===== config.mk =====
export PLATFORM = sky130hd
export DESIGN_NAME = vpo_formatter
export DESIGN_NICKNAME = d
export VERILOG_FILES = /design/src/include/vpo_pkg.sv /design/src/hdl/vpo_formatter.sv /design/src/hdl/vpo_pclk_gen.sv /design/src/hdl/vpo_sync2.sv
export SDC_FILE = /design/constraint.sdc
export NUM_CORES = 1
export LEC_CHECK = 0
export BUFFER_PORTS_ARGS = -buffer_cell sky130_fd_sc_hd__buf_2
export CAP_MARGIN = 15
export CORE_MARGIN = 4
export CORE_UTILIZATION = 45
export DETAILED_ROUTE_END_ITERATION = 10
export PLACE_DENSITY = 0.91
export SYNTH_ARGS = -nofsm -noshare
export SYNTH_HDL_FRONTEND = slang
export SYNTH_HIERARCHICAL = 1
export SYNTH_SLANG_ARGS = --single-unit

===== constraint.sdc =====
create_clock -name core_clk -period 2.55 [get_ports core_clk]
set_clock_uncertainty 0.15 [all_clocks]
set_input_delay 0.3825 -clock core_clk [delete_from_list [all_inputs] [get_ports core_clk]]
set_output_delay 0.3825 -clock core_clk [all_outputs]
set_load 0.01 [all_outputs]

===== src/include/vpo_pkg.sv =====
`default_nettype none
package vpo_pkg;
	// Register byte offsets on the AXI4-Lite slave
	localparam logic [7:0] REG_CTRL = 8'h00;
	localparam logic [7:0] REG_STATUS = 8'h04;
	localparam logic [7:0] REG_IRQ_STAT = 8'h08;
	localparam logic [7:0] REG_IRQ_CLR = 8'h0c;
	localparam logic [7:0] REG_IRQ_EN = 8'h10;
	localparam int ADDR_W = 8;

	// Control fields and reset value (drivers enabled, slave mode)
	localparam int CTRL_OUT_EN = 0;
	localparam int CTRL_MASTER = 1;
	localparam logic [1:0] CTRL_RESET = 2'h1;

	// Status fields
	localparam int ST_MODE_LSB = 0;
	localparam int ST_SD = 2;
	localparam int ST_WIDE = 3;
	localparam int ST_MASTER = 4;

	// Interrupt event bits
	localparam int IRQ_MODE_CHG = 0;
	localparam int IRQ_WORD_ERR = 1;
	localparam int IRQ_NO_SYNC = 2;
	localparam int IRQ_W = 3;

	localparam logic [1:0] RESP_OKAY = 2'h0;
	localparam logic [1:0] RESP_SLVERR = 2'h2;

	// Lane geometry
	localparam int LANE_W = 10;
	localparam int BUS_W = 20;
	localparam int ASI_W = 8;

	// Output clock half period in core cycles; 10-bit runs twice the 20-bit rate
	localparam logic [1:0] HALF_WIDE = 2'h2;
	localparam logic [1:0] HALF_NARROW = 2'h1;

	typedef enum logic [1:0] {
		MODE_SMPTE = 2'b00,
		MODE_ASI = 2'b01,
		MODE_THRU = 2'b10,
		MODE_NONE = 2'b11
	} vpo_mode_t;

	typedef enum logic [0:0] {
		WS_COLLECT = 1'b0,
		WS_RESP = 1'b1
	} vpo_wr_state_t;
endpackage : vpo_pkg
`default_nettype wire


===== src/hdl/vpo_formatter.sv =====
`timescale 1ns/1ps
`default_nettype none
// Behaviour
// - Every output word changes on the rising edge of the internal output clock.
// - The width pin picks 10-bit or 20-bit output, apart from transport mode.
// - Format pins are inputs in slave mode, driven status outputs in master mode.
// - While reset is low the data, format and output clock pins are high impedance; irq and the register slave are driven.
// - With standard definition selected the output clock pin is inverted.
// - SMPTE 20-bit: luma on lanes 19..10, chroma on lanes 9..0.
// - SMPTE 10-bit: multiplexed words on lanes 19..10, lanes 9..0 held low.
// - Transport mode forces 10-bit output whatever the width pin says.
// - Transport byte sits on lanes 17..10, most significant bit on lane 17.
// - Transport mode: lane 19 carries sync detected, lane 18 code word error.
// - Transport mode holds lanes 9..0 low.
// - Data-through passes raw data with no decode, descramble or alignment.
// - Master mode with no timing reference nor sync found drives all lanes low.
// - Data-through exists only in slave mode, chosen by the format pins.
// - SD output clock: wide rate for 20-bit, double rate for 10-bit.
// - HD output clock: wide rate for 20-bit, double rate for 10-bit.
// - Transport output always uses the 10-bit clock rate.
// - Video high transport low is SMPTE; reverse is transport; both low data-through.
// - Data-through: both halves at 20-bit, upper half only with lower low at 10-bit.
module vpo_formatter (
	input wire logic core_clk,
	input wire logic rst_n,
	input wire logic [7:0] s_axi_awaddr,
	input wire logic s_axi_awvalid,
	output logic s_axi_awready,
	input wire logic [31:0] s_axi_wdata,
	input wire logic [3:0] s_axi_wstrb,
	input wire logic s_axi_wvalid,
	output logic s_axi_wready,
	output logic [1:0] s_axi_bresp,
	output logic s_axi_bvalid,
	input wire logic s_axi_bready,
	input wire logic [7:0] s_axi_araddr,
	input wire logic s_axi_arvalid,
	output logic s_axi_arready,
	output logic [31:0] s_axi_rdata,
	output logic [1:0] s_axi_rresp,
	output logic s_axi_rvalid,
	input wire logic s_axi_rready,
	input wire logic [9:0] lumaWord,
	input wire logic [9:0] chromaWord,
	input wire logic [9:0] muxWord,
	input wire logic [19:0] rawWord,
	input wire logic [7:0] transportByte,
	input wire logic syncDetectedFlag,
	input wire logic codeWordErrorFlag,
	input wire logic trsFound,
	input wire logic detectedSd,
	input wire logic outputWidthSelect,
	input wire logic definitionRateSelectIn,
	output logic definitionRateSelectOut,
	output logic definitionRateSelectOe,
	input wire logic videoProcessingSelectIn,
	output logic videoProcessingSelectOut,
	output logic videoProcessingSelectOe,
	input wire logic transportModeSelectIn,
	output logic transportModeSelectOut,
	output logic transportModeSelectOe,
	output logic [19:0] dout,
	output logic doutOe,
	output logic pclk,
	output logic pclkOe,
	output logic irq
);
	typedef struct packed {
		logic [19:0] dout;
		logic doutOe;
		logic pclkLvl;
		logic pclk;
		logic pclkOe;
		logic [2:0] fmtOut;
		logic fmtOe;
		logic [1:0] ctrl;
		logic [2:0] irqStat;
		logic [2:0] irqEn;
		logic irq;
		vpo_pkg::vpo_mode_t modePrev;
		vpo_pkg::vpo_wr_state_t wrState;
		logic awready;
		logic wready;
		logic awHeld;
		logic wHeld;
		logic [7:0] awaddr;
		logic [31:0] wdata;
		logic [3:0] wstrb;
		logic bvalid;
		logic [1:0] bresp;
		logic arready;
		logic rvalid;
		logic [31:0] rdata;
		logic [1:0] rresp;
	} vpo_top_st_t;

	vpo_top_st_t s, n;
	logic [3:0] pinSync;
	logic genLvl;
	logic genRise;
	logic master;
	logic sdEff;
	logic wideEff;
	vpo_pkg::vpo_mode_t modeEff;
	logic [2:0] evt;
	logic [2:0] clr;

	// Pins from the far side pass two flops first
	vpo_sync2 #(
		.W(4)
	) vpo_sync2_inst (
		.core_clk(core_clk),
		.rst_n(rst_n),
		.d({transportModeSelectIn, videoProcessingSelectIn, definitionRateSelectIn,
			outputWidthSelect}),
		.q(pinSync)
	);

	// Output clock divider, rate set by effective width
	vpo_pclk_gen vpo_pclk_gen_inst (
		.core_clk(core_clk),
		.rst_n(rst_n),
		.wide(wideEff),
		.lvl(genLvl),
		.rise(genRise)
	);

	// Format resolution, lane mapping, interrupts and the register slave
	always_comb begin
		n = s;
		evt = '0;
		clr = '0;
		master = s.ctrl[vpo_pkg::CTRL_MASTER];
		// Master follows the detector; slave obeys the pins
		if (master) begin
			sdEff = detectedSd;
			if (trsFound) begin
				modeEff = vpo_pkg::MODE_SMPTE;
			end else if (syncDetectedFlag) begin
				modeEff = vpo_pkg::MODE_ASI;
			end else begin
				modeEff = vpo_pkg::MODE_NONE;
			end
		end else begin
			sdEff = pinSync[1];
			case (pinSync[3:2])
				2'b01: modeEff = vpo_pkg::MODE_SMPTE;
				2'b10: modeEff = vpo_pkg::MODE_ASI;
				2'b00: modeEff = vpo_pkg::MODE_THRU;
				default: modeEff = vpo_pkg::MODE_NONE;
			endcase
		end
		// Transport ignores the width pin
		wideEff = pinSync[0] && (modeEff != vpo_pkg::MODE_ASI);

		// Format pins: driven only as master status
		n.fmtOe = master;
		n.fmtOut = {modeEff == vpo_pkg::MODE_ASI, modeEff == vpo_pkg::MODE_SMPTE, sdEff};

		// Pin clock inverted in SD for extra hold margin at the receiver
		n.pclkLvl = genLvl;
		n.pclk = genLvl ^ sdEff;
		n.pclkOe = 1'b1;
		n.doutOe = s.ctrl[vpo_pkg::CTRL_OUT_EN];

		// New word only at the rising output clock edge
		if (genRise) begin
			case (modeEff)
				vpo_pkg::MODE_SMPTE: begin
					if (wideEff) begin
						n.dout = {lumaWord, chromaWord};
					end else begin
						n.dout = {muxWord, 10'h000};
					end
				end
				vpo_pkg::MODE_ASI: begin
					n.dout = {syncDetectedFlag, codeWordErrorFlag, transportByte, 10'h000};
				end
				vpo_pkg::MODE_THRU: begin
					if (wideEff) begin
						n.dout = rawWord;
					end else begin
						n.dout = {rawWord[19:10], 10'h000};
					end
				end
				default: begin
					n.dout = 20'h00000;
				end
			endcase
			n.modePrev = modeEff;
			evt[vpo_pkg::IRQ_MODE_CHG] = modeEff != s.modePrev;
			evt[vpo_pkg::IRQ_WORD_ERR] = (modeEff == vpo_pkg::MODE_ASI) && codeWordErrorFlag;
			evt[vpo_pkg::IRQ_NO_SYNC] = (modeEff == vpo_pkg::MODE_NONE) &&
				(s.modePrev != vpo_pkg::MODE_NONE);
		end

		// Write channel: address and data taken in either order
		if (s.awready && s_axi_awvalid) begin
			n.awHeld = 1'b1;
			n.awaddr = s_axi_awaddr;
		end
		if (s.wready && s_axi_wvalid) begin
			n.wHeld = 1'b1;
			n.wdata = s_axi_wdata;
			n.wstrb = s_axi_wstrb;
		end
		case (s.wrState)
			vpo_pkg::WS_COLLECT: begin
				if (s.awHeld && s.wHeld) begin
					n.awHeld = 1'b0;
					n.wHeld = 1'b0;
					n.bvalid = 1'b1;
					n.bresp = vpo_pkg::RESP_OKAY;
					n.wrState = vpo_pkg::WS_RESP;
					case (s.awaddr)
						vpo_pkg::REG_CTRL: begin
							if (s.wstrb[0]) begin
								n.ctrl = s.wdata[1:0];
							end
						end
						vpo_pkg::REG_IRQ_CLR: begin
							if (s.wstrb[0]) begin
								clr = s.wdata[2:0];
							end
						end
						vpo_pkg::REG_IRQ_EN: begin
							if (s.wstrb[0]) begin
								n.irqEn = s.wdata[2:0];
							end
						end
						vpo_pkg::REG_STATUS, vpo_pkg::REG_IRQ_STAT: begin
							n.bresp = vpo_pkg::RESP_OKAY; // Read-only, write dropped
						end
						default: begin
							n.bresp = vpo_pkg::RESP_SLVERR;
						end
					endcase
				end
			end
			vpo_pkg::WS_RESP: begin
				if (s_axi_bready) begin
					n.bvalid = 1'b0;
					n.wrState = vpo_pkg::WS_COLLECT;
				end
			end
			default: begin
				n.wrState = vpo_pkg::WS_COLLECT;
			end
		endcase
		n.awready = !n.awHeld && (n.wrState == vpo_pkg::WS_COLLECT);
		n.wready = !n.wHeld && (n.wrState == vpo_pkg::WS_COLLECT);

		// Read channel: data with the address handshake edge
		if (s.rvalid && s_axi_rready) begin
			n.rvalid = 1'b0;
		end
		if (s.arready && s_axi_arvalid) begin
			n.rvalid = 1'b1;
			n.rresp = vpo_pkg::RESP_OKAY;
			case (s_axi_araddr)
				vpo_pkg::REG_CTRL: n.rdata = {30'h00000000, s.ctrl};
				vpo_pkg::REG_STATUS: n.rdata = {27'h0000000, master, wideEff, sdEff, modeEff};
				vpo_pkg::REG_IRQ_STAT: n.rdata = {29'h00000000, s.irqStat};
				vpo_pkg::REG_IRQ_EN: n.rdata = {29'h00000000, s.irqEn};
				default: begin
					n.rdata = 32'h00000000;
					n.rresp = vpo_pkg::RESP_SLVERR;
				end
			endcase
		end
		n.arready = !n.rvalid;

		// Sticky status: a new event beats a clear in the same cycle
		n.irqStat = (s.irqStat & ~clr) | evt;
		n.irq = |(n.irqStat & n.irqEn);
	end

	// All state on one async-reset register; reset releases the data, clock and format pins
	always_ff @(posedge core_clk or negedge rst_n) begin
		if (!rst_n) begin
			s <= '0;
			s.ctrl <= vpo_pkg::CTRL_RESET;
		end else begin
			s <= n;
		end
	end

	assign s_axi_awready = s.awready;
	assign s_axi_wready = s.wready;
	assign s_axi_bvalid = s.bvalid;
	assign s_axi_bresp = s.bresp;
	assign s_axi_arready = s.arready;
	assign s_axi_rvalid = s.rvalid;
	assign s_axi_rdata = s.rdata;
	assign s_axi_rresp = s.rresp;
	assign definitionRateSelectOut = s.fmtOut[0];
	assign videoProcessingSelectOut = s.fmtOut[1];
	assign transportModeSelectOut = s.fmtOut[2];
	assign definitionRateSelectOe = s.fmtOe;
	assign videoProcessingSelectOe = s.fmtOe;
	assign transportModeSelectOe = s.fmtOe;
	assign dout = s.dout;
	assign doutOe = s.doutOe;
	assign pclk = s.pclk;
	assign pclkOe = s.pclkOe;
	assign irq = s.irq;
endmodule : vpo_formatter
`default_nettype wire


===== src/hdl/vpo_pclk_gen.sv =====
`timescale 1ns/1ps
`default_nettype none
module vpo_pclk_gen (
	input wire logic core_clk,
	input wire logic rst_n,
	input wire logic wide,
	output logic lvl,
	output logic rise
);
	typedef struct packed {
		logic [1:0] cnt;
		logic lvl;
		logic rise;
	} vpo_pclk_st_t;

	vpo_pclk_st_t s, n;

	// Divider; the half period is reloaded at each toggle so a width change never glitches
	always_comb begin
		n = s;
		n.rise = 1'b0;
		if (s.cnt <= 2'h1) begin
			n.cnt = wide ? vpo_pkg::HALF_WIDE : vpo_pkg::HALF_NARROW;
			n.lvl = ~s.lvl;
			n.rise = ~s.lvl;
		end else begin
			n.cnt = s.cnt - 2'h1;
		end
	end

	always_ff @(posedge core_clk or negedge rst_n) begin
		if (!rst_n) begin
			s <= '0;
		end else begin
			s <= n;
		end
	end

	assign lvl = s.lvl;
	assign rise = s.rise;
endmodule : vpo_pclk_gen
`default_nettype wire


===== src/hdl/vpo_sync2.sv =====
`timescale 1ns/1ps
`default_nettype none
module vpo_sync2 #(
	parameter int W = 4
) (
	input wire logic core_clk,
	input wire logic rst_n,
	input wire logic [W-1:0] d,
	output logic [W-1:0] q
);
	typedef struct packed {
		logic [W-1:0] s1;
		logic [W-1:0] s2;
	} vpo_sync_st_t;

	vpo_sync_st_t s, n;

	// First stage feeds only the second
	always_comb begin
		n = s;
		n.s1 = d;
		n.s2 = s.s1;
	end

	always_ff @(posedge core_clk or negedge rst_n) begin
		if (!rst_n) begin
			s <= '0;
		end else begin
			s <= n;
		end
	end

	assign q = s.s2;
endmodule : vpo_sync2
`default_nettype wire


== Word level (Yosys, flattened, before mapping) ==
Cells that the tools add are included.

* Muxes and demuxes: 35
* Add/subtract/negate cells: 1
* Order comparisons: 1
* Bitwise operators: 8
* Eq/ne operators: 17
* Reductions and logical operators: 23

{| class="wikitable"
|+ Operators by type and width
! cell !! number
|-
| 20-bit case mux with 3 select lines || 1
|-
| 35-bit 2-to-1 mux || 1
|-
| 3-bit 2-to-1 mux || 10
|-
| 8-bit by 4-bit equality test with 1-bit output (second input constant) || 3
|-
| 20-bit 2-to-1 mux || 1
|-
| 5-bit case mux with 4 select lines || 1
|-
| 2-bit 2-to-1 mux || 9
|-
| 8-bit by 3-bit equality test with 1-bit output (second input constant) || 2
|-
| 8-bit by 5-bit equality test with 1-bit output (second input constant) || 2
|-
| 8-bit logical NOT || 2
|-
| 1-bit logical AND || 10
|-
| 10-bit 2-to-1 mux || 1
|-
| 1-bit 2-to-1 mux || 8
|-
| 3-bit bitwise AND || 2
|-
| 2-bit equality test (second input constant) || 3
|-
| 2-bit inequality test (second input constant) || 3
|-
| 2-bit case mux with 3 select lines || 1
|-
| 5-bit OR reduction || 1
|-
| 2-bit by 1-bit equality test with 1-bit output (second input constant) || 2
|-
| 2-bit logical NOT || 2
|-
| 1-bit case mux with 2 select lines || 2
|-
| 2-bit AND reduction || 2
|-
| 4-bit AND reduction || 1
|-
| 4-bit OR reduction || 1
|-
| 10 further kinds || 14
|}

* Logic and storage cells: 115
* Flip-flop bits (word level): 106
* Output and inout bits: 71

== Longest topological paths before layout ==
* Depth in word-level cells: 9
* Depth in mapped cells: 8

== Cells and area by module ==
Netlist, hierarchy kept.

{| class="wikitable"
|+ By module, submodules not included
! module !! cells an instance !! times used !! area each (µm²) !! seq. area each (µm²)
|-
| vpo_formatter || 320 || 1 || 3,410.8 || 1,627.8
|-
| vpo_sync2 || 8 || 1 || 200.2 || 200.2
|-
| vpo_pclk_gen || 8 || 1 || 137.6 || 100.1
|}

== Worst setup path before layout ==
OpenSTA, ideal clock, no wires.

* Kind: register to register
* From: register s[75] in the netlist's numbering
* To: register s, in the netlist irq
* Setup slack: 0.316 ns
* Arrival time: 1.958 ns
* Library setup time: 0.126 ns
* Data required time: 2.274 ns
* Cell stages (with the launch flop): 6
* Cell sequence: dfrtp_1 > or4_4 > nor4_2 > mux2_1 > a21boi_1 > a221o_1

{| class="wikitable"
|+ RTL lines
! what !! line !! source
|-
| start, declared || vpo_formatter.sv:97 || <nowiki>vpo_top_st_t s, n;</nowiki>
|-
| start signal, assigned || vpo_formatter.sv:284 || <nowiki>s <= n;</nowiki>
|}

==> reports/qor.json <==
{
  "pwr": {
    "power_switching_share_pct": 34.28,
    "total_power_mw": 3.976,
    "max-vdd-ir-drop_uv": 674.4,
    "p_clk_share_pct": 23.6,
    "p_sw_mw": 1.363,
    "p_per_area_mw_per_mm2": 886.3,
    "intPower_mw": 2.613,
    "pwr-share-seq_pct": 47.3,
    "cellLeakagePower_nw": 2.244,
    "share_comb_of_total_power_pct": 29.0
  },
  "critical_path": {
    "critical_path.startpoint": "s[75]$_DFFE_PN0P_",
    "worst_path_largest_cell_delay_ps": 560,
    "cp_data_arrival_time_ps": 2510,
    "worstSetupStartpointType": "flop",
    "critPathRequiredTime_ps": 2630,
    "timing.setup.critical_path_class": "reg -> reg",
    "crit_path_cell_trace": "or4_4 -> nor4_2 -> mux2_1 -> a21boi_1 -> a221o_1",
    "cp_slowest_cell": "or4_4",
    "worst_setup_path_end_kind": "flop",
    "reg2reg_setup_slack_ps": 120,
    "timing.critical_path.fanout_max": 3,
    "timing.rr.start": "s[75]$_DFFE_PN0P_"
  },
  "cts": {
    "tritoncts.num_buffers": 9,
    "clk_pin_slew_ps": 80,
    "numClockSinks": 77,
    "worstSkewPairLatency_ps": 350,
    "htree_levels": 3,
    "clock-root-buffer": "clkbuf_8",
    "cts_tree": "yes",
    "cts_buffer_depth": 2
  },
  "cells_and_area": {
    "layout.cells.non_filler": 562,
    "area_delta_synth_final_pct": 19.66,
    "mostFrequentLayoutCells": "133 x buf_2, 76 x dfrtp_1, 30 x nand2_1, 30 x conb_1, 20 x a22oi_1",
    "mostFrequentLayoutCell": "buf_2",
    "antenna_cells_inserted": 0,
    "final_net_count": 579,
    "layout-drive-gt1-share_pct": 38.95,
    "finish.utilization_pct": 54.87,
    "finish.instance_area_sq_mm": 0.004486,
    "fill_cell_instance_count_of_the_final_layout": 742
  },
  "sta": {
    "fmax_mhz": 410.7,
    "finalHoldViolations": 0,
    "report.final.slew_viol_count": 0,
    "finalSetupViolations": 0,
    "worst_slew_margin_rel_pct": 38.26,
    "share_of_the_clock_period_used_by_the_worst_path_after_layout_pct": 95.47,
    "rsz0062_at_grt": "no",
    "timing.final.crit_period_ps": 2435,
    "worst_pin_slew_ps": 926.1,
    "final.setup.tns_ps": 0,
    "final.setup.worst_slack_ps": 115.4,
    "hold-worst-slack_ps": 16.09
  },
  "synth": {
    "synth.top_cells.by_area": "dfrtp_1 51%, buf_4 12%, a22oi_1 4.0%",
    "synth_area_sq_mm": 0.003749,
    "synth_cell_types": 46,
    "postSynth.topFlopCell": "dfrtp_1",
    "synthesis.area_per_instance_sq_um": 11.16,
    "ys_async_sr_fraction_pct": 100.0,
    "synth-seq-cells": 77,
    "synthDominantCellAreaShare_pct": 50.73,
    "synth-edff-count": 0,
    "synth_cells": 336,
    "yosys_warnings": 6,
    "yosysSeqAreaShare_pct": 51.44,
    "yosysTopAreaCell": "dfrtp_1"
  },
  "floorplanning": {
    "ios": 196,
    "floorplan.die.width_microns": 99.27,
    "initial_utilization_pct": 45.85,
    "placementRows": 33,
    "core_outline_area_sq_mm": 0.008175,
    "fp.dieArea_sq_mm": 0.009855,
    "die_y_microns": 99.27
  },
  "route": {
    "route.detailed.wl_per_inst_microns": 15.16,
    "first_iter_violations": 87,
    "drc_errors": 0,
    "route.final.wire_length_microns": 8520,
    "post_drt_via_cell_ratio": 5.080,
    "via_count": 2855,
    "final_antenna_net_count": 0,
    "drt_pre_antenna_iters": 4
  },
  "global_routing": {
    "number_of_global_route_vias_before_repair": 2846,
    "globalRouteOverflowTotal": 0,
    "track_usage_pct": 17.74,
    "first_pass_grt_wire_length_microns": 13880,
    "grt_start_max_net_pins": 78,
    "grt_antenna_before_repair": 0
  },
  "placed_design": {
    "place_area_sq_mm": 0.004239,
    "dpl.cell_count": 542,
    "gpl.final_weighted_congestion": 0.7710,
    "dp_hpwl_microns": 6525,
    "post-place-ws_ps": 133.8,
    "io_buffer_count": 134
  },
  "run": {
    "drv.max_cap_violation_count": 0
  },
  "worst_hold_path": {
    "hold_class": "in -> async"
  },
  "outcome": {
    "run_status": "completed"
  }
}
## layer usage
layer | GRT usage, % | part of all wire, % | vias to the layer above | wire (microns)
met2 | 29.80 | 51 | 123 | 4327
li1 | - | - | 1346 | -
met3 | 4.628 | 7.4 | 9 | 633
met4 | 5.882 | 1.2 | 0 | 101
met5 | 0 | 0 | - | 0
met1 | 22.33 | 41 | 1377 | 3457
## Yosys cell counts (5+ instances only)
library cell,count
o21ai_0,7
nand2_1,30
mux2_2,13
o21ai_1,6
a21oi_1,5
clkbuf_1,9
mux2_1,5
a22oi_1,20
mux2i_1,14
o2bb2ai_1,10
nor2_1,11
dfrtp_1,76
inv_1,9
nand3_1,5
o221ai_1,10
buf_4,58
## kinds of logic (layout without fill, tap and decap cells)
family / Yosys count / after routing / synth area share, %
buffers and inverters: 78 / 171 / 13.65
muxes: 33 / 33 / 9.546
xor gates and xnor gates: 2 / 2 / 0.4674
DFF: 77 / 77 / 51.44
other: 2 / 30 / 0.2003
adders and majority gates: 3 / 3 / 0.9345
and+or+nand+nor: 72 / 72 / 10.18
AOI/OAI and AO/OA: 69 / 69 / 13.58
## final timing paths
path,end,depth (start not counted)
setup reg to reg,irq$_DFF_PN0_,5
max in group asynchronous,dout[1]$_DFFE_PN0P_,1
min in group core_clk,s_axi_bvalid$_DFFE_PN0P_,2
hold reg to reg,vpo_sync2_inst/q[0]$_DFF_PN0_,0
hold / removal,s_axi_bvalid$_DFFE_PN0P_,1
setup / recovery,irq$_DFF_PN0_,5
## what timing repair did
item / in CTS / in global routing
hold endpoints to repair: 4 / 0
buffers inserted: 0 / 0
gates resized for setup: 0 / 0
endpoints found under the setup margin: 0 / 0
hold buffers: 4 / 0
## power by group through the flow
stage	sequential [mW]	combinational, mW	clock, mW
finish	1.88	1.15	0.939
global route	1.94	1.27	1.03
CTS	1.88	1.17	0.971
detailed placement	1.90	1.17	0
global placement	1.88	1.11	0
floorplan	1.84	0.936	0
## critical path, delay by kind of cell (launching register included)
family | cells | cell delay (ps)
and+or+nand+nor | 2 | 980
AOI/OAI and AO/OA | 2 | 420
DFF | 1 | 390
muxes | 1 | 380
## cell type report
class                   instances  area, sq um  area share, %
flip-flops and latches         77         1928          42.98
inverters                      10        37.54         0.8368
clock buffers                   9        123.9          2.762
well taps                     105        131.4          2.929
repair buffers                145        765.7          17.07
clock inverters                 7        82.58          1.841
multi-input cells             209         1416          31.58
## state kept, by name (all words and copies together), names as in the netlist, 2 cells and up
register	count
s	23
dout	20
s_axi_rdata	5
vpo_sync2_inst/n	4
vpo_sync2_inst/q	4
vpo_pclk_gen_inst/s	2
Note: power is estimated with default switching activity, not from simulation.
